## src/tcwo_pkg.sv

```systemverilog
// package: constants and types for the timer compare waveform output block
package tcwo_pkg;
   localparam int          CNT_W        = 8;
   localparam logic [7:0]  CNT_MAX      = 8'hFF;      // counter maximum
   localparam logic [7:0]  CNT_BOTTOM   = 8'h00;      // counter bottom
   localparam logic [7:0]  CMP_RST      = 8'h00;      // compare value reset
   localparam logic        OUT_RST      = 1'b0;       // compare_output reset
   localparam logic [1:0]  MODE_OFF     = 2'h0;       // no action, port drives pin
   localparam logic [1:0]  MODE_TOGGLE  = 2'h1;
   localparam logic [1:0]  MODE_CLEAR   = 2'h2;
   localparam logic [1:0]  MODE_SET     = 2'h3;
   localparam logic [2:0]  WM_NORMAL    = 3'h0;
   localparam logic [2:0]  WM_PC_FF     = 3'h1;
   localparam logic [2:0]  WM_CTC       = 3'h2;
   localparam logic [2:0]  WM_FAST_FF   = 3'h3;
   localparam logic [2:0]  WM_RES4      = 3'h4;
   localparam logic [2:0]  WM_PC_A      = 3'h5;
   localparam logic [2:0]  WM_RES6      = 3'h6;
   localparam logic [2:0]  WM_FAST_A    = 3'h7;
   localparam logic [3:0]  CTRL_RES_MASK = 4'h3;      // bits 3:2 read zero
endpackage : tcwo_pkg

```

## src/tcwo_top.sv

```systemverilog
// module: compare-match output unit with waveform-mode decode of an 8-bit timer
// What this block does
// - output mode field picks next match action
// - reset clears internal compare output register
// - nonzero output mode overrides port output value
// - direction bit still controls pin drive
// - override independent of waveform mode
// - compare output presettable before pin enable
// - mode zero: no change at match
// - reserved codes behave harmlessly
// - phase-correct channel B up/down set clear
// - compare equals TOP: act at TOP
// - control bits 3:2 read zero
// - three-bit waveform mode from two fields
// - modes 0 to 3 decode table
// - modes 4,6 reserved; 5 and 7 decoded
// - MAX is 0xFF, BOTTOM is 0x00
// - output mode changes act at once
// - output held across waveform mode changes
`timescale 1ns/100ps
`default_nettype none
module tcwo_top
   import tcwo_pkg::*;
#(
   parameter int W = 8
) (
   input  wire logic        clk_i,
   input  wire logic        rst_i,
   input  wire logic        ce_i,              // freezes all state when low
   input  wire logic        timer_tick_i,      // timer clock count enable
   input  wire logic [1:0]  waveform_mode_low_i,
   input  wire logic        waveform_mode_upper_i,
   input  wire logic [1:0]  mode_a_i,          // compare_output_mode of channel a
   input  wire logic [1:0]  mode_b_i,          // channel_b_output_mode
   input  wire logic [W-1:0] cmp_a_wr_i,       // compare_value_a written by software
   input  wire logic [W-1:0] cmp_b_wr_i,       // compare_value_b written by software
   input  wire logic        force_a_i,         // force_compare_strobe a
   input  wire logic        force_b_i,         // force_compare_strobe b
   input  wire logic        port_a_i,          // port output value of pin a
   input  wire logic        port_b_i,
   input  wire logic        dir_a_i,           // compare_pin_direction_bit a
   input  wire logic        dir_b_i,
   output logic             pin_a_o,
   output logic             pin_a_oe_o,
   output logic             pin_b_o,
   output logic             pin_b_oe_o,
   output logic [W-1:0]     count_o,
   output logic             overflow_flag_o,   // one-cycle pulse at flag point
   output logic [3:0]       ctrl_rd_o          // control register readback
);
   // elaboration check: the decode constants are 8 bits wide
   if (W != CNT_W) begin : g_bad_width
      $error("tcwo_top: only 8-bit counter supported");
   end

   logic [W-1:0] cnt_ff, nxt_cnt, compare_value_a_ff, nxt_compare_value_a, ocrb_ff, nxt_ocrb;
   logic         down_ff, nxt_down, oca_ff, nxt_oca, ocb_ff, nxt_ocb;
   logic         tov_ff, nxt_tov, pa_ff, pae_ff, pb_ff, pbe_ff;
   logic [3:0]   rd_ff;
   logic [2:0]   wm;
   logic [W-1:0] top;
   logic         pc_mode, pwm_mode, at_top, at_bot, upd_now;

   // waveform mode decode: TOP source and counting style
   always_comb begin
      wm       = {waveform_mode_upper_i, waveform_mode_low_i};
      pc_mode  = (wm == WM_PC_FF) || (wm == WM_PC_A);
      pwm_mode = pc_mode || (wm == WM_FAST_FF) || (wm == WM_FAST_A);
      // reserved modes count as normal mode
      top      = (wm == WM_CTC || wm == WM_PC_A || wm == WM_FAST_A) ? compare_value_a_ff : CNT_MAX;
      at_top   = (cnt_ff == top);
      at_bot   = (cnt_ff == CNT_BOTTOM);
      upd_now  = !pwm_mode || at_top;
   end

   // action of one channel on a match; pc selects up/down coding
   function automatic logic next_out(input logic cur, input logic [1:0] m, input logic pwm,
                                     input logic pc, input logic dn);
      logic r;
      r = cur;
      if (m == MODE_OFF) r = cur;
      else if (pc) r = (m == MODE_TOGGLE) ? cur : (dn ? (m == MODE_CLEAR) : (m == MODE_SET));
      else if (m == MODE_TOGGLE) r = pwm ? cur : !cur;
      else r = (m == MODE_SET);
      return r;
   endfunction : next_out

   // counter, compare buffers, compare output registers
   always_comb begin
      nxt_cnt  = cnt_ff;
      nxt_down = down_ff;
      nxt_tov  = 1'b0;
      nxt_compare_value_a = upd_now ? cmp_a_wr_i : compare_value_a_ff;
      nxt_ocrb = upd_now ? cmp_b_wr_i : ocrb_ff;
      nxt_oca  = oca_ff;
      nxt_ocb  = ocb_ff;
      if (timer_tick_i) begin
         if (pc_mode) begin
            // bottom wins when TOP is zero, so the counter never wraps below zero
            if (at_bot) nxt_down = 1'b0;
            else if (at_top) nxt_down = 1'b1;
            nxt_cnt = (!at_bot && (at_top || down_ff)) ? cnt_ff - 1'b1 : cnt_ff + 1'b1;
            if (at_bot && down_ff) nxt_tov = 1'b1;
         end else begin
            nxt_cnt = at_top ? CNT_BOTTOM : cnt_ff + 1'b1;
            nxt_tov = (wm == WM_FAST_A) ? at_top : (cnt_ff == CNT_MAX);
         end
         // channel a match
         if (cnt_ff == compare_value_a_ff)
            nxt_oca = next_out(oca_ff, mode_a_i, pwm_mode, pc_mode, down_ff);
         // channel b: in phase-correct mode a match at TOP acts at TOP
         if (pc_mode && ocrb_ff == top && mode_b_i[1]) begin
            if (at_top) nxt_ocb = (mode_b_i == MODE_SET);
         end else if (cnt_ff == ocrb_ff)
            nxt_ocb = next_out(ocb_ff, mode_b_i, pwm_mode, pc_mode, down_ff);
         if (!pwm_mode && cnt_ff != ocrb_ff && wm != WM_CTC && at_top) nxt_ocb = nxt_ocb;
      end
      // forced compare in non-PWM modes presets the output
      if (force_a_i && !pwm_mode) nxt_oca = next_out(oca_ff, mode_a_i, 1'b0, 1'b0, 1'b0);
      if (force_b_i && !pwm_mode) nxt_ocb = next_out(ocb_ff, mode_b_i, 1'b0, 1'b0, 1'b0);
   end

   always_ff @(posedge clk_i) begin
      if (rst_i) begin
         cnt_ff  <= CNT_BOTTOM;
         down_ff <= 1'b0;
         tov_ff  <= 1'b0;
         compare_value_a_ff <= CMP_RST;
         ocrb_ff <= CMP_RST;
         oca_ff  <= OUT_RST;
         ocb_ff  <= OUT_RST;
      end else if (ce_i) begin
         cnt_ff  <= nxt_cnt;
         down_ff <= nxt_down;
         tov_ff  <= nxt_tov;
         compare_value_a_ff <= nxt_compare_value_a;
         ocrb_ff <= nxt_ocrb;
         oca_ff  <= nxt_oca;
         ocb_ff  <= nxt_ocb;
      end
   end

   // pin mux: override depends on mode field only, direction from port
   always_ff @(posedge clk_i) begin
      if (rst_i) begin
         pa_ff  <= 1'b0;
         pae_ff <= 1'b0;
         pb_ff  <= 1'b0;
         pbe_ff <= 1'b0;
         rd_ff  <= 4'h0;
      end else if (ce_i) begin
         pa_ff  <= (mode_a_i != MODE_OFF) ? nxt_oca : port_a_i;
         pb_ff  <= (mode_b_i != MODE_OFF) ? nxt_ocb : port_b_i;
         pae_ff <= dir_a_i;
         pbe_ff <= dir_b_i;
         rd_ff  <= {2'b00, waveform_mode_low_i} & CTRL_RES_MASK;
      end
   end

   assign pin_a_o         = pa_ff;
   assign pin_a_oe_o      = pae_ff;
   assign pin_b_o         = pb_ff;
   assign pin_b_oe_o      = pbe_ff;
   assign count_o         = cnt_ff;
   assign overflow_flag_o = tov_ff;
   assign ctrl_rd_o       = rd_ff;

   // assertions
   property p_reset_clear;
      @(posedge clk_i) rst_i |=> (oca_ff == 1'b0 && ocb_ff == 1'b0);
   endproperty
   a_reset_clear: assert property (p_reset_clear) else $error("compare output not cleared");
   property p_override;
      @(posedge clk_i) disable iff (rst_i) (ce_i && mode_a_i != MODE_OFF) |=> (pin_a_o == oca_ff);
   endproperty
   a_override: assert property (p_override) else $error("pin a not overridden");
   property p_port;
      @(posedge clk_i) disable iff (rst_i) (ce_i && mode_a_i == MODE_OFF) |=> (pin_a_o == $past(port_a_i));
   endproperty
   a_port: assert property (p_port) else $error("pin a not from port");
   property p_dir;
      @(posedge clk_i) disable iff (rst_i) ce_i |=> (pin_b_oe_o == $past(dir_b_i));
   endproperty
   a_dir: assert property (p_dir) else $error("direction not followed");
   property p_off_hold;
      @(posedge clk_i) disable iff (rst_i) (ce_i && mode_a_i == MODE_OFF) |=> $stable(oca_ff);
   endproperty
   a_off_hold: assert property (p_off_hold) else $error("output changed in mode zero");
   property p_rdzero;
      @(posedge clk_i) disable iff (rst_i) ctrl_rd_o[3:2] == 2'b00;
   endproperty
   a_rdzero: assert property (p_rdzero) else $error("reserved bits nonzero");
   property p_bounds;
      @(posedge clk_i) disable iff (rst_i) (ce_i && !pwm_mode && !pc_mode && at_top && timer_tick_i)
         |=> (cnt_ff == CNT_BOTTOM);
   endproperty
   a_bounds: assert property (p_bounds) else $error("counter did not wrap at TOP");
   property p_buffer;
      @(posedge clk_i) disable iff (rst_i) (ce_i && pwm_mode && !at_top) |=> $stable(ocrb_ff);
   endproperty
   a_buffer: assert property (p_buffer) else $error("compare updated off update point");
   property p_clear_up;
      @(posedge clk_i) disable iff (rst_i)
         (ce_i && timer_tick_i && pc_mode && !down_ff && mode_a_i == MODE_CLEAR && cnt_ff == compare_value_a_ff)
         |=> !oca_ff;
   endproperty
   a_clear_up: assert property (p_clear_up) else $error("no clear on up match");
   // channel b with compare at TOP acts at TOP
   property p_top_act;
      @(posedge clk_i) disable iff (rst_i)
         (ce_i && timer_tick_i && pc_mode && at_top && ocrb_ff == top && mode_b_i == MODE_SET) |=> ocb_ff;
   endproperty
   a_top_act: assert property (p_top_act) else $error("channel b not set at TOP");
   // phase-correct overflow flag at bottom
   property p_bot_flag;
      @(posedge clk_i) disable iff (rst_i) (ce_i && timer_tick_i && pc_mode && at_bot && down_ff)
         |=> overflow_flag_o;
   endproperty
   a_bot_flag: assert property (p_bot_flag) else $error("no flag at bottom");
   c_top_b: cover property (@(posedge clk_i) pc_mode && at_top && ocrb_ff == top && mode_b_i[1]);
   c_pc: cover property (@(posedge clk_i) pc_mode && at_top && timer_tick_i);
   c_fast: cover property (@(posedge clk_i) overflow_flag_o && wm == WM_FAST_A);
   c_force: cover property (@(posedge clk_i) force_a_i && !pwm_mode);
endmodule : tcwo_top
`default_nettype wire

```

## config.mk

```make
export PLATFORM = sky130hd
export DESIGN_NAME = tcwo_top
export DESIGN_NICKNAME = d
export VERILOG_FILES = /design/src/tcwo_pkg.sv /design/src/tcwo_top.sv
export SDC_FILE = /design/constraint.sdc
export NUM_CORES = 1
export LEC_CHECK = 0
export BUFFER_PORTS_ARGS = -buffer_cell sky130_fd_sc_hd__buf_2
export CORE_MARGIN = 10
export CORE_UTILIZATION = 35
export CTS_BUF_LIST = sky130_fd_sc_hd__clkbuf_8
export CTS_CLUSTER_SIZE = 28
export DETAILED_ROUTE_END_ITERATION = 16
export GPL_TIMING_DRIVEN = 0
export PLACE_DENSITY = 0.61
export RECOVER_POWER = 100
export REMOVE_ABC_BUFFERS = 1
export SLEW_MARGIN = 10
export SYNTH_ARGS = -nofsm -noshare
export SYNTH_HDL_FRONTEND = slang
export SYNTH_SLANG_ARGS = --single-unit
```

## constraint.sdc

```tcl
create_clock -name clk_i -period 2.85 [get_ports clk_i]
set_input_delay 0.1425 -clock clk_i [delete_from_list [all_inputs] [get_ports clk_i]]
set_output_delay 0.1425 -clock clk_i [all_outputs]
set_load 0.005 [all_outputs]
```

* Yosys cells after proc, flatten, opt, wreduce, memory -nomap -nowiden
Index checks and enable logic that the tools add are counted.
Storage, ports and cells: flip-flop bits (word level) 34, input port bits 33, output and inout port bits 17, logic and storage cells 92
Cells by class: $add $sub $neg 2, equal/unequal tests 16, mux-type cells 36, reductions and logical operators 26
Operators with widths (number):
- $eq A8 B8 Y1 | 4
- $mux W1 | 32
- $mux W8 | 4
- $add A8 B1 Y8 const B | 1
- $eq A2 B2 Y1 const B | 4
- $eq A8 B8 Y1 const B | 1
- $logic_not A8 Y1 | 1
- $sub A8 B1 Y8 const B | 1
- $logic_or A1 B1 Y1 | 7
- $eq A3 B2 Y1 const B | 2
- $eq A3 B3 Y1 const B | 2
- $logic_and A1 B1 Y1 | 6
- $reduce_bool A2 Y1 | 3
- $eq A2 B1 Y1 const B | 2
- $logic_not A1 Y1 | 4
- $logic_not A2 Y1 | 2
- $reduce_and A2 Y1 | 2
- $reduce_and A4 Y1 | 1
- $eq A3 B1 Y1 const B | 1

* Depth between registers and ports, before layout
Gate-level depths: netlist (run 1).
word-level depth 13, depth in mapped cells 12, depth with buffers taken out 9

* Worst setup path after synthesis (run 1)
Ideal clock, no wire load.
kind register to register, from reg cnt_ff[6] (netlist: count_o[6]), to reg pa_ff (netlist: pin_a_o), setup time 0.075 ns, data arrival time 2.239 ns, required time 2.775 ns, slack 0.536 ns, stages on the path, launching flop included 9, path buffers 1, clock period less this slack 2.314 ns, path through dfxtp_1 -> clkbuf_1 -> xnor2_1 -> o21ai_0 -> or4_1 -> or4b_1 -> a32oi_1 -> o221ai_1 -> o22ai_1
On the way: word-level cells in the longest chain between the ends 5
RTL lines:
- start, declared | line tcwo_top.sv:56 | logic [W-1:0] cnt_ff, nxt_cnt, compare_value_a_ff, nxt_compare_value_a, ocrb_ff, nxt_ocrb;
- start signal, assigned | line tcwo_top.sv:133 | cnt_ff <= nxt_cnt;
- $eq A8 B8 Y1 | line tcwo_top.sv:109 | if (cnt_ff == compare_value_a_ff)
- $mux W1 | line tcwo_top.sv:109
- $mux W1 | line tcwo_top.sv:97 | if (timer_tick_i) begin
- $mux W1 | line tcwo_top.sv:119 | if (force_a_i && !pwm_mode) nxt_oca = next_out(oca_ff, mode_a_i, 1'b0, 1'b0, 1'b0);
- $mux W1 | line tcwo_top.sv:152 | pa_ff <= (mode_a_i != MODE_OFF) ? nxt_oca : port_a_i;
- end signal, assigned | line tcwo_top.sv:152
- end, declared | line tcwo_top.sv:58 | logic tov_ff, nxt_tov, pa_ff, pae_ff, pb_ff, pbe_ff;
Every way passes these cells. A chain may end at the register's enable or synchronous reset.

* Worst setup path in the final report (run 1)
from reg cnt_ff[2] (netlist: count_o[2]), to reg cnt_ff[5] (netlist: count_o[5])
On the way: word-level cells in the longest chain between the ends 5, elaborated cells between the ends (all ways) 10, those cells by class add/sub (2); eq/ne (1); mux (3); reduce/logical (4)
RTL lines:
- parallel branches: the longest is 4 deep, another holds $add A8 B1 Y8
- $mux W8 (*) | line tcwo_top.sv:98 | if (pc_mode) begin
Every way passes the cells marked *.

==> summary.md, run 1 <==
The run finished with clean final reports. The logs give 0.0891 ns for the smallest hold slack and 2 for the H-tree level count. The clock period could shrink to 2.66 ns. The first TritonRoute pass finished after 4 iterations.

VDD sags by at most 0.265 mV. The hold buffer count at cts was 0. The root buffer cell chosen for the clock tree is clkbuf_8. The wire-length estimate of the detail-placed layout is 5380 um.

The worst setup path is captured at a flop. Routability-driven placement finished with a final weighted congestion of 0.884. Total standard cell area after synthesis: 2580 um^2.

The compound-gate portion of the synthesized area came out at 0.223. 50 I/O pins were placed. Entering global routing, the biggest net connects 35 pins. Critical path launch point type: a flop. After detailed routing, the average wire length per cell comes to 16.0 um. Number of maximum-capacitance violations: 0. The synthesized-area fraction occupied by xor and xnor cells came out at 0.0645. Combinational family with the most area after synthesis: simple AND/OR/NAND/NOR gates. In the post-synthesis netlist, the biggest area contributors are dfxtp_1 26%, mux2i_1 8.5%, xnor2_1 6.1%, nor2_1 6.0%, a21oi_1 3.1%. The share of the synthesized area in the top cell type was 0.264.

The logs give 0.129 for the total routing resource utilization after global routing and 0.19 ns for the worst reg-to-reg setup slack. The final critical-path share of the clock period works out to 0.934. In this run the horizontal extent of the chip is 106 um. The path type of the worst setup path is reg -> reg. TritonCTS built the clock tree. The final route contains 2588 vias.

The critical path data required time was 3.03 ns; the flip-flop and latch count after synthesis was 34. The number of max-slew violations in the final report is 0. The top cell types in the final layout, fill and taps aside, are 41 x nor2_1, 33 x dfxtp_1, 33 x buf_2. The leading register cell type out of synthesis is dfxtp_1. The post-route worst setup slack was 0.187 ns; the max-slew headroom at the worst pin was 0.521. The first global-routing pass estimated 12400 um of wire. Port buffering added 47 buffers. The global route total overflow was 0. The tools report the static leakage as 1.06 nW. Total routed wirelength: 7360 um. Most common cell after layout, fill and taps aside: nor2_1. The starting DRC count in detailed routing came out at 195.

The number of global-route vias before repair is 2530, and the synthesized instance count is 333. The effective utilization at floorplan was 0.358; the post-synthesis sequential area ratio was 0.264. Clock-pin slew was measured on the worst setup and hold paths at 0.07 ns. The tools report the die area as 11200 um^2. The clock net in this run drives a total of 34 sinks. The actual transition at the worst max-transition pin was 0.715 ns; the simple-gate portion of the synthesized area was 0.271. In this run, synthesis inferred 0 flip-flops with an integrated enable.

The run gives 0 as the final antenna-violating net count. The synthesized netlist contains 62 unique library cells. The summed negative setup slack over all endpoints was 0 ns.

The arrival time of the worst setup path was 2.84 ns; the total clock buffers created by CTS was 5. The number of nets in the final layout is 395. The utilization of the core after routing came out at 0.399. The number of buffers on the longest clock path is 2, and the vertical die dimension is 106 um. The growth of design area from synthesis to finish was 11.7%; the final setup violation count was 0. Using the TritonRoute via totals, the vias-per-cell ratio works out to 5.63. After detailed routing, the number of remaining DRC violations is 0.

Initial antenna violation count: 0. A synthesized cell averages 7.75 um^2. The total core area is 7210 um^2. The number of hold violations in the final report was 0; the share of flip-flops with an asynchronous set or reset was 0. 0 antenna diodes ended up in the layout.

The later pin in the worst-skew pair is clocked with a latency of 0.28 ns. In this run the power density over the cells is 393 nW/um^2. The final setup skew is 0.00568 ns. Setup repair after global routing left no endpoint under its margin. The maximum fanout along the worst path is 14.

The adder and majority gate portion of the synthesized area is 0.00970, and the fraction of final layout cells with drive strength greater than 1 is 0.141. The multiplexer share of the synthesized area was 0.0941. The count of yosys warnings during synthesis came out at 0. Cell type with the highest aggregate area in the netlist: dfxtp_1.

The initialized floorplan defines 31 standard-cell rows. Based on the critical path, the design can be clocked at up to 0.376 GHz. The tools report the placement-stage worst setup slack as -0.336 ns.

In this run the worst hold path is classified as in -> reg.
-- state kept, by name, summed over array words and instances (netlist names) --
name / count
count_o: 8
ctrl_rd_o: 2
ocrb_ff: 8
pin_b_o: 1
oca_ff: 1
ocb_ff: 1
compare_value_a_ff: 8
pin_a_o: 1
pin_a_oe_o: 1
pin_b_oe_o: 1
down_ff: 1
overflow_flag_o: 1
-- path summary, 6_finish.rpt --
check / from / end / depth (start not counted)
setup / recovery: count_o[2] / count_o[5] / 5
hold reg to reg: pin_b_oe_o / pin_b_oe_o / 2
hold / removal: cmp_a_wr_i[1] / compare_value_a_ff[1] / 3
setup reg to reg: count_o[2] / count_o[5] / 5
-- kinds of logic after synthesis --
kind of cell,after synthesis
mux,24
flops,34
simple gates,131
buf+inv,41
fa+ha+maj,2
other cells,1
xor+xnor,19
compound gates,81
-- cell type report --
| type | count | area (um^2) |
|---|---|---|
| Fill cell | 777 | 4330 |
| Multi-Input combinational cell | 259 | 1720 |
| Sequential cell | 34 | 682 |
| Timing Repair Buffer | 47 | 218 |
| Tap cell | 99 | 124 |
| Clock buffer | 6 | 82.6 |
| Inverter | 13 | 48.8 |
| Clock inverter | 2 | 8.76 |
-- per-stage QoR --
stage               total power (W)  area [um^2]  std cells
global route                0.00120         2880        460
finish                      0.00113         2880        460
global placement           0.000763         2800        452
CTS                         0.00115         2900        460
floorplan                  0.000676         2440        306
detailed placement         0.000768         2800        452
-- cells in the mapped netlist (7+ instances only) --
cell / count
a21oi_1: 16
clkbuf_1: 16
dfxtp_1: 34
inv_1: 13
mux2i_1: 22
nand2_1: 17
nand3_1: 12
nand4_1: 7
nor2_1: 41
nor2b_1: 7
o21ai_0: 11
xnor2_1: 18
-- critical path, stage by stage, from the launching register on --
cell	delay [ns]
dfxtp_1	0.47
or4_1	0.62
or4_1	0.56
o211ai_2	0.22
mux2_2	0.38
a221oi_1	0.30
-- routing by layer --
layer	vias to the layer above	track usage	part of all wire
met2	92	0.204	0.46
met4	0	0.0406	0.013
met1	1221	0.165	0.45
li1	1269	-	-
met3	6	0.0353	0.084
met5	-	0	0
-- power by group --
group	switching (W)	internal [W]	leakage [nW]
registers	0.0000324	0.000496	0.278
logic	0.000129	0.0000999	0.726
clock network	0.000184	0.000192	0.0524
-- timing repair --
action	CTS	global route
endpoints found under the setup margin	17	17
resized for setup	2	1
setup buffers	0	0
gates cloned	0	0
hold endpoints to repair	0	0
(Power assumes the default switching activity.)
==> run 2: changes to the inputs <==
--- a/config.mk
+++ b/config.mk
@@ -6,13 +6,15 @@
 export NUM_CORES = 1
 export LEC_CHECK = 0
 export BUFFER_PORTS_ARGS = -buffer_cell sky130_fd_sc_hd__buf_2
+export CELL_PAD_IN_SITES_DETAIL_PLACEMENT = 0
+export CELL_PAD_IN_SITES_GLOBAL_PLACEMENT = 2
 export CORE_MARGIN = 10
-export CORE_UTILIZATION = 35
+export CORE_UTILIZATION = 33
 export CTS_BUF_LIST = sky130_fd_sc_hd__clkbuf_8
 export CTS_CLUSTER_SIZE = 28
 export DETAILED_ROUTE_END_ITERATION = 16
 export GPL_TIMING_DRIVEN = 0
-export PLACE_DENSITY = 0.61
+export PLACE_DENSITY = 0.89
 export RECOVER_POWER = 100
 export REMOVE_ABC_BUFFERS = 1
 export SLEW_MARGIN = 10
==> run 2 against run 1 <==
The run now ends with max-capacitance violations, max-slew violations left. Hold slack lost 0.010 ns. Clock-buffer cell count is the same. Sequential share of layout area shrank 0.092 points. Global-route usage is essentially flat. First-iteration DRC count shrank 21%. Power grew 0.91%. Critical path depth is the same. Sequential cell count is the same. Worst setup slack gained 0.044 ns. Cell count grew 0.65%. Sequential power is essentially flat. Via count shrank 1.2%. Critical path type unchanged. Critical endpoint unchanged. Highest routed layer unchanged.
==> summary.md, run 2 (synthesis gave the netlist of run 1 again) <==
TritonCTS built the clock tree. The worst setup path is captured at a flop. Final period demand of the worst path: 2.62 ns (-0.0444 ns).

Horizontal die dimension: 108 um (+2.4%). The total routed wirelength is 7470 um (+1.5%). The flow ran to the end, but the final reports show violations. The tools report the number of max-slew violations in the final report as 35 (+35). The maximum fanout along the worst path works out to 14 (unchanged). The tools report the count of TritonRoute iterations in the first routing pass as 4 (unchanged).

For the residual DRC count, the log shows 0 (unchanged). The cell that appears most often on the critical path is or4_1. The met1 global-route usage was 0.163 (-0.00234).

The per-cell via count in the routed design was 5.52 (-1.9%). The clock transition time at the flip-flop clock pins of the worst setup and hold paths was 0.08 ns (about the same); the worst ir drop on vdd was 0.182 mV (-31%). The total core area was 7650 um^2 (+6.0%). The number of post-CTS setup repair buffers is 0 (unchanged).

The run gives 0 (unchanged) as the initial antenna violation count. The number of maximum-capacitance violations is 1 (+1), and the final critical-path share of the clock period is 0.919 (-0.0156). The total vias in the final route is 2556 (-1.2%), and the port buffer count is 47 (unchanged).

The pin count of the biggest net entering global routing is 35 (unchanged). The number of top-level pins is 50 (unchanged). The total half-perimeter wirelength after legalization and detailed placement is 5540 um (+2.9%), and the number of rows created at floorplan is 32 (+3.2%). Setup repair after global routing left no endpoint under its margin. The library cells used most frequently in the layout, excluding fill and tap cells, are 41 x nor2_1, 34 x buf_2, 33 x dfxtp_1. The logs give 0.232 ns (+0.0444 ns) for the post-route worst setup slack and 2.82 ns (-0.02 ns) for the arrival time of the worst setup path. The library cell used most frequently in the layout, excluding fill and tap cells, is nor2_1. The tree is rooted in a clkbuf_8. For the met3 track utilization from global routing, the log shows 0.0297 (-0.00558). The hold buffer count at cts came out at 0 (unchanged). The run gives -0.366 ns (-0.0294 ns) as the placement-stage worst setup slack. The worst setup path is launched from a flop.

The number of buffers on the longest clock path was 2 (unchanged); the starting DRC count in detailed routing was 154 (-21%). The global route total overflow was 0 (unchanged). The final reports fail on max-capacitance violations, max-slew violations. The met2 capacity usage during global routing is 0.208 (+0.00414).

The fraction of final layout cells with drive strength greater than 1 is 0.144 (+0.00277), and the total routing resource utilization after global routing is 0.128 (-0.000367). The static leakage is 1.06 nW (+0.64%), and the clock sink count is 34 (unchanged). The tools report the final antenna-violating net count as 0 (unchanged). The actual transition at the worst max-transition pin works out to 1.55 ns (+0.838 ns). The worst-skew pair later-pin latency is 0.29 ns (about the same), and the final setup violation count is 0 (unchanged). The routed length per instance was 16.1 um (+0.85%); the smallest hold slack was 0.0788 ns (-0.0102 ns). The count of antenna diodes in the layout was 0 (unchanged); the critical path data required time was 3.05 ns (+0.02 ns). The area growth from synthesis to layout is 12.1%. The worst setup path is of the reg -> reg kind. The power density over cell area came out at 395 nW/um^2 (+0.52%).

The die area came out at 11800 um^2 (+4.9%). Traced cell by cell, the critical path runs through or4_1 > or4_1 > o211ai_2 > mux2_2 > a221oi_1. The final setup skew came out at 0.00587 ns (+0.000190 ns).

Most used routing layer in global routing: met2. The tools report the count of cells resized by post-cts repair as 2 (unchanged). The vertical die dimension is 108 um (+2.4%), and the total of fill cells in the finished design is 834 (+7.3%). For the number of global-route vias before repair, the log shows 2456 (-2.9%).

The number of nets in the final layout came out at 395 (unchanged). The tools report the total clock buffers created by CTS as 5 (unchanged). The global-route wire length before repair was 12300 um (-0.27%); the H-tree level count was 2 (unchanged). The tools report the max-slew headroom at the worst pin as -0.0353 (-0.557).

The min-delay analysis places its worst path in the category in -> reg. The delay contributed by the slowest stage of the critical path was 0.62 ns (about the same); the placer's final routability congestion estimate was 0.842 (-4.7%). The number of hold violations in the final report is 0 (unchanged).

The logs give 0.337 (-0.0202) for the effective utilization at floorplan and 0.382 GHz (+1.7%) for the peak clock frequency supported by timing. The slowest stage cell on the critical path was or4_1.
## run 2: area by class of cell
cell class                      count  area [um^2]  area share
Clock buffer                        6         82.6      0.0285
Timing Repair Buffer               47          219      0.0757
Inverter                           13         48.8      0.0169
Multi-Input combinational cell    259         1720       0.596
Sequential cell                    34          682       0.236
Tap cell                          102          128      0.0441
Clock inverter                      2         8.76     0.00303
## run 2: metal layers
layer  routed length (um)  vias up
met1                 3430     1217
met2                 3450       63
met3                  494        9
met4                   93        0
met5                    0        -
li1                     -     1267
## run 2: path summary, 6_finish.rpt
kind,from,to,slack (ns),depth (start not counted)
setup / recovery,count_o[2],count_o[5],0.23,5
hold / removal,cmp_a_wr_i[3],compare_value_a_ff[3],0.08,3
setup reg to reg,count_o[2],count_o[5],0.23,5
hold reg to reg,pin_b_oe_o,pin_b_oe_o,0.49,2
## run 2: worst max-delay path: cells and delay by family (launching register included)
kind               cells  cell delay (ns)
AOI/OAI and AO/OA      2             0.49
DFF                    1             0.47
muxes                  1             0.38
and+or+nand+nor        2             1.18
## run 2: per-stage QoR
stage	total power, W	cell area, um^2	instances	utilization	TNS, ns
floorplan	0.000676	2440	306	-	0
global placement	0.000766	2810	455	0.367	-5.54
detailed placement	0.000769	2810	455	0.367	-5.57
CTS	0.00116	2900	463	0.379	0
global route	0.00121	2890	463	0.378	0
finish	0.00114	2890	463	0.378	0
## run 2: power breakdown
group	total [W]	switching (W)	internal [W]
clock	0.000387	0.000195	0.000192
combinational	0.000228	0.000127	0.000100
sequential	0.000528	0.0000325	0.000496
==> run 3: changes to the inputs <==
--- a/config.mk
+++ b/config.mk
@@ -14,6 +14,7 @@
 export CTS_CLUSTER_SIZE = 28
 export DETAILED_ROUTE_END_ITERATION = 16
 export GPL_TIMING_DRIVEN = 0
+export HOLD_SLACK_MARGIN = 0.1
 export PLACE_DENSITY = 0.89
 export RECOVER_POWER = 100
 export REMOVE_ABC_BUFFERS = 1
==> run 3 against run 2 <==
The flow still finishes with violations (max-capacitance violations, max-slew violations). Global-route usage increased by 0.24 points. Critical path depth did not move. Non-clock buffer count grew 15. Sequential share of layout area down 1.2 points. Register-to-register slack about the same. Critical path type unchanged. Highest routed layer unchanged.
==> summary.md, run 3 (synthesis gave the netlist of run 1 again) <==
The flow ran to the end, but the final reports show violations. The final reports fail on max-capacitance violations, max-slew violations. The global-route wire length before repair was 12600 um (+2.2%); the port buffer count was 47 (unchanged).

The pin count of the biggest net entering global routing came out at 35 (unchanged). The tools report the number of rows created at floorplan as 32 (unchanged). Path type of the worst setup path: reg -> reg. The tools report the total core area as 7650 um^2 (unchanged).

The per-cell via count in the routed design was 5.46 (-1.1%); the arrival time of the worst setup path was 2.83 ns (about the same). The die area was 11800 um^2 (unchanged); the actual transition at the worst max-transition pin was 1.56 ns (+0.00804 ns). The initial antenna violation count was 0 (unchanged). The logs give 2611 (+2.2%) for the total vias in the final route and 0.131 (+0.00244) for the total routing resource utilization after global routing. The logs give 0.29 ns (about the same) for the worst-skew pair later-pin latency and 3040 um^2 (+5.2%) for the final instance area. STA classifies the critical path startpoint as a flop.

The logs give 0.380 GHz (-0.38%) for the peak clock frequency supported by timing and 0 (unchanged) for the global route total overflow. The internal portion of total power came out at 0.000801 W (+1.7%). The worst reg-to-reg setup slack is 0.22 ns (about the same), and the post-route worst setup slack is 0.221 ns (-0.0100 ns). The final period demand of the worst path was 2.63 ns (+0.0100 ns). The logs give 0.182 mV (about the same) for the worst ir drop on vdd and 0 ns (unchanged) for the summed negative setup slack over all endpoints.

Setup repair after global routing left no endpoint under its margin. Vertical die dimension: 108 um (unchanged). The count of TritonRoute iterations in the first routing pass came out at 4 (unchanged). The number of maximum-capacitance violations is 1 (unchanged).

For the number of hold violations in the final report, the log shows 0 (unchanged). The residual DRC count was 0 (unchanged). Clock tree synthesis selected as its root buffer the cell clkbuf_8.

The depth of the worst register-to-register path was 5 (unchanged). The terminus of the critical flop-to-flop path was count_o[5]. From synthesis to final layout, the design area changed by 17.9%. The library cells used most frequently in the layout, excluding fill and tap cells, are 41 x nor2_1, 34 x buf_2, 33 x dfxtp_1. The placement-stage worst setup slack came out at -0.366 ns (unchanged). The number of max-slew violations in the final report is 35 (unchanged). Static leakage: 1.13 nW (+5.9%). The number of buffers on the longest clock path was 2 (unchanged); the maximum fanout along the worst path was 14 (unchanged). The final critical-path share of the clock period was 0.922 (+0.00351). The number of global-route vias before repair came out at 2514 (+2.4%).

Final antenna-violating net count: 0 (unchanged). The switching portion of total power came out at 0.307 (-0.00374). The most common cell after layout, fill and taps aside was nor2_1.

The H-tree level count came out at 2 (unchanged). The run gives 0 (unchanged) as the count of antenna diodes in the layout. The tools report the max-slew headroom at the worst pin as -0.0407 (-0.00536).

The clock sink count was 34 (unchanged). The run gives 7530 um (+0.82%) as the total routed wirelength. In this run the most critical hold path is launched from dir_a_i. The number of instances on the worst hold path works out to 3 (unchanged). The number of top-level pins was 50 (unchanged). The tools report the startpoint of the most critical register-to-register path as count_o[2]. The starting DRC count in detailed routing was 155 (+0.65%); the fraction of final layout cells with drive strength greater than 1 was 0.138 (-0.00575).

STA classifies the critical path endpoint as a flop. Horizontal die dimension: 108 um (unchanged). For the placer's final routability congestion estimate, the log shows 0.842 (unchanged). For the effective utilization at floorplan, the log shows 0.337 (unchanged). TritonCTS built the clock tree.

The final total power was 0.00116 W (+1.1%); the total clock buffers created by CTS was 5 (unchanged). The power density over cell area is 380 nW/um^2 (-3.9%), and the total half-perimeter wirelength after legalization and detailed placement is 5540 um (unchanged). The switching power came out at 0.000355 W (about the same). The clock transition time at the flip-flop clock pins of the worst setup and hold paths was 0.08 ns (about the same). For hold timing, the worst endpoint is pin_a_oe_o.

The routed length per instance is 15.7 um (-2.3%), and the combinational share of power is 0.211 (+0.012). The tightest min-delay check is of the in -> reg type. The placed instance area was 2810 um^2 (unchanged). The logs give 3.05 ns (about the same) for the critical path data required time and 0 (unchanged) for the final setup violation count. The logs give 0.00477 ns (-0.00110 ns) for the final setup skew and 0.398 (+0.0196) for the utilization of the core after routing.

For the sequential fraction of design power, the log shows 0.457 (-0.005). The clock share of power came out at 0.332 (-0.006). The number of nets in the final layout was 410 (+3.8%).
run 3: power by group through the flow:
stage / Clock, W / Sequential (W) / Combinational (W)
final: 0.000384 / 0.000528 / 0.000244
after global routing: 0.000416 / 0.000533 / 0.000272
after CTS: 0.000403 / 0.000528 / 0.000246
after detailed placement: 0 / 0.000539 / 0.000230
after global placement: 0 / 0.000539 / 0.000227
after floorplan: 0 / 0.000531 / 0.000146
run 3: final cells by class:
| cell class | count | area [um^2] |
|---|---|---|
| timing repair buffer | 62 | 369 |
| tap | 102 | 128 |
| fill | 823 | 4600 |
| sequential | 34 | 682 |
| inverter | 13 | 48.8 |
| clock inverter | 2 | 8.76 |
| multi-input combinational | 259 | 1720 |
| clock buffer | 6 | 82.6 |
run 3: routing by layer:
layer,global-route usage,wire length (um),vias up
met4,0.0452,108,0
met3,0.0274,447,11
met5,0,0,-
li1,-,-,1300
met1,0.166,3520,1237
met2,0.215,3460,63
run 3: stage by stage:
step,hold slack (ns),std cells
6_report,0.106,478
5_1_grt,0.118,478
4_1_cts,0.105,478
3_5_place_dp,0.387,455
3_3_place_gp,0.376,455
2_1_floorplan,0.212,306
run 3: repair_timing:
action / 4_1_cts / 5_1_grt
endpoints found under the hold margin: 15 / 0
endpoints found under the setup margin: 17 / 17
resized for setup: 2 / 2
setup buffers: 0 / 0
hold buffers: 15 / 0
run 3: how the worst max path moves through the flow:
stage,cells after the start,startpoint,end
floorplan,7,count_o[3],compare_value_a_ff[0]
global placement,7,count_o[3],ocrb_ff[1]
detailed placement,7,count_o[3],ocrb_ff[4]
CTS,7,count_o[3],count_o[5]
global route,7,count_o[4],count_o[5]
finish,5,count_o[2],count_o[5]
run 3: worst max-delay path, stage by stage (launching register included):
cell	delay [ns]
dfxtp_1	0.48
or4_1	0.63
or4_1	0.56
o211ai_2	0.22
mux2_2	0.38
a221oi_1	0.27
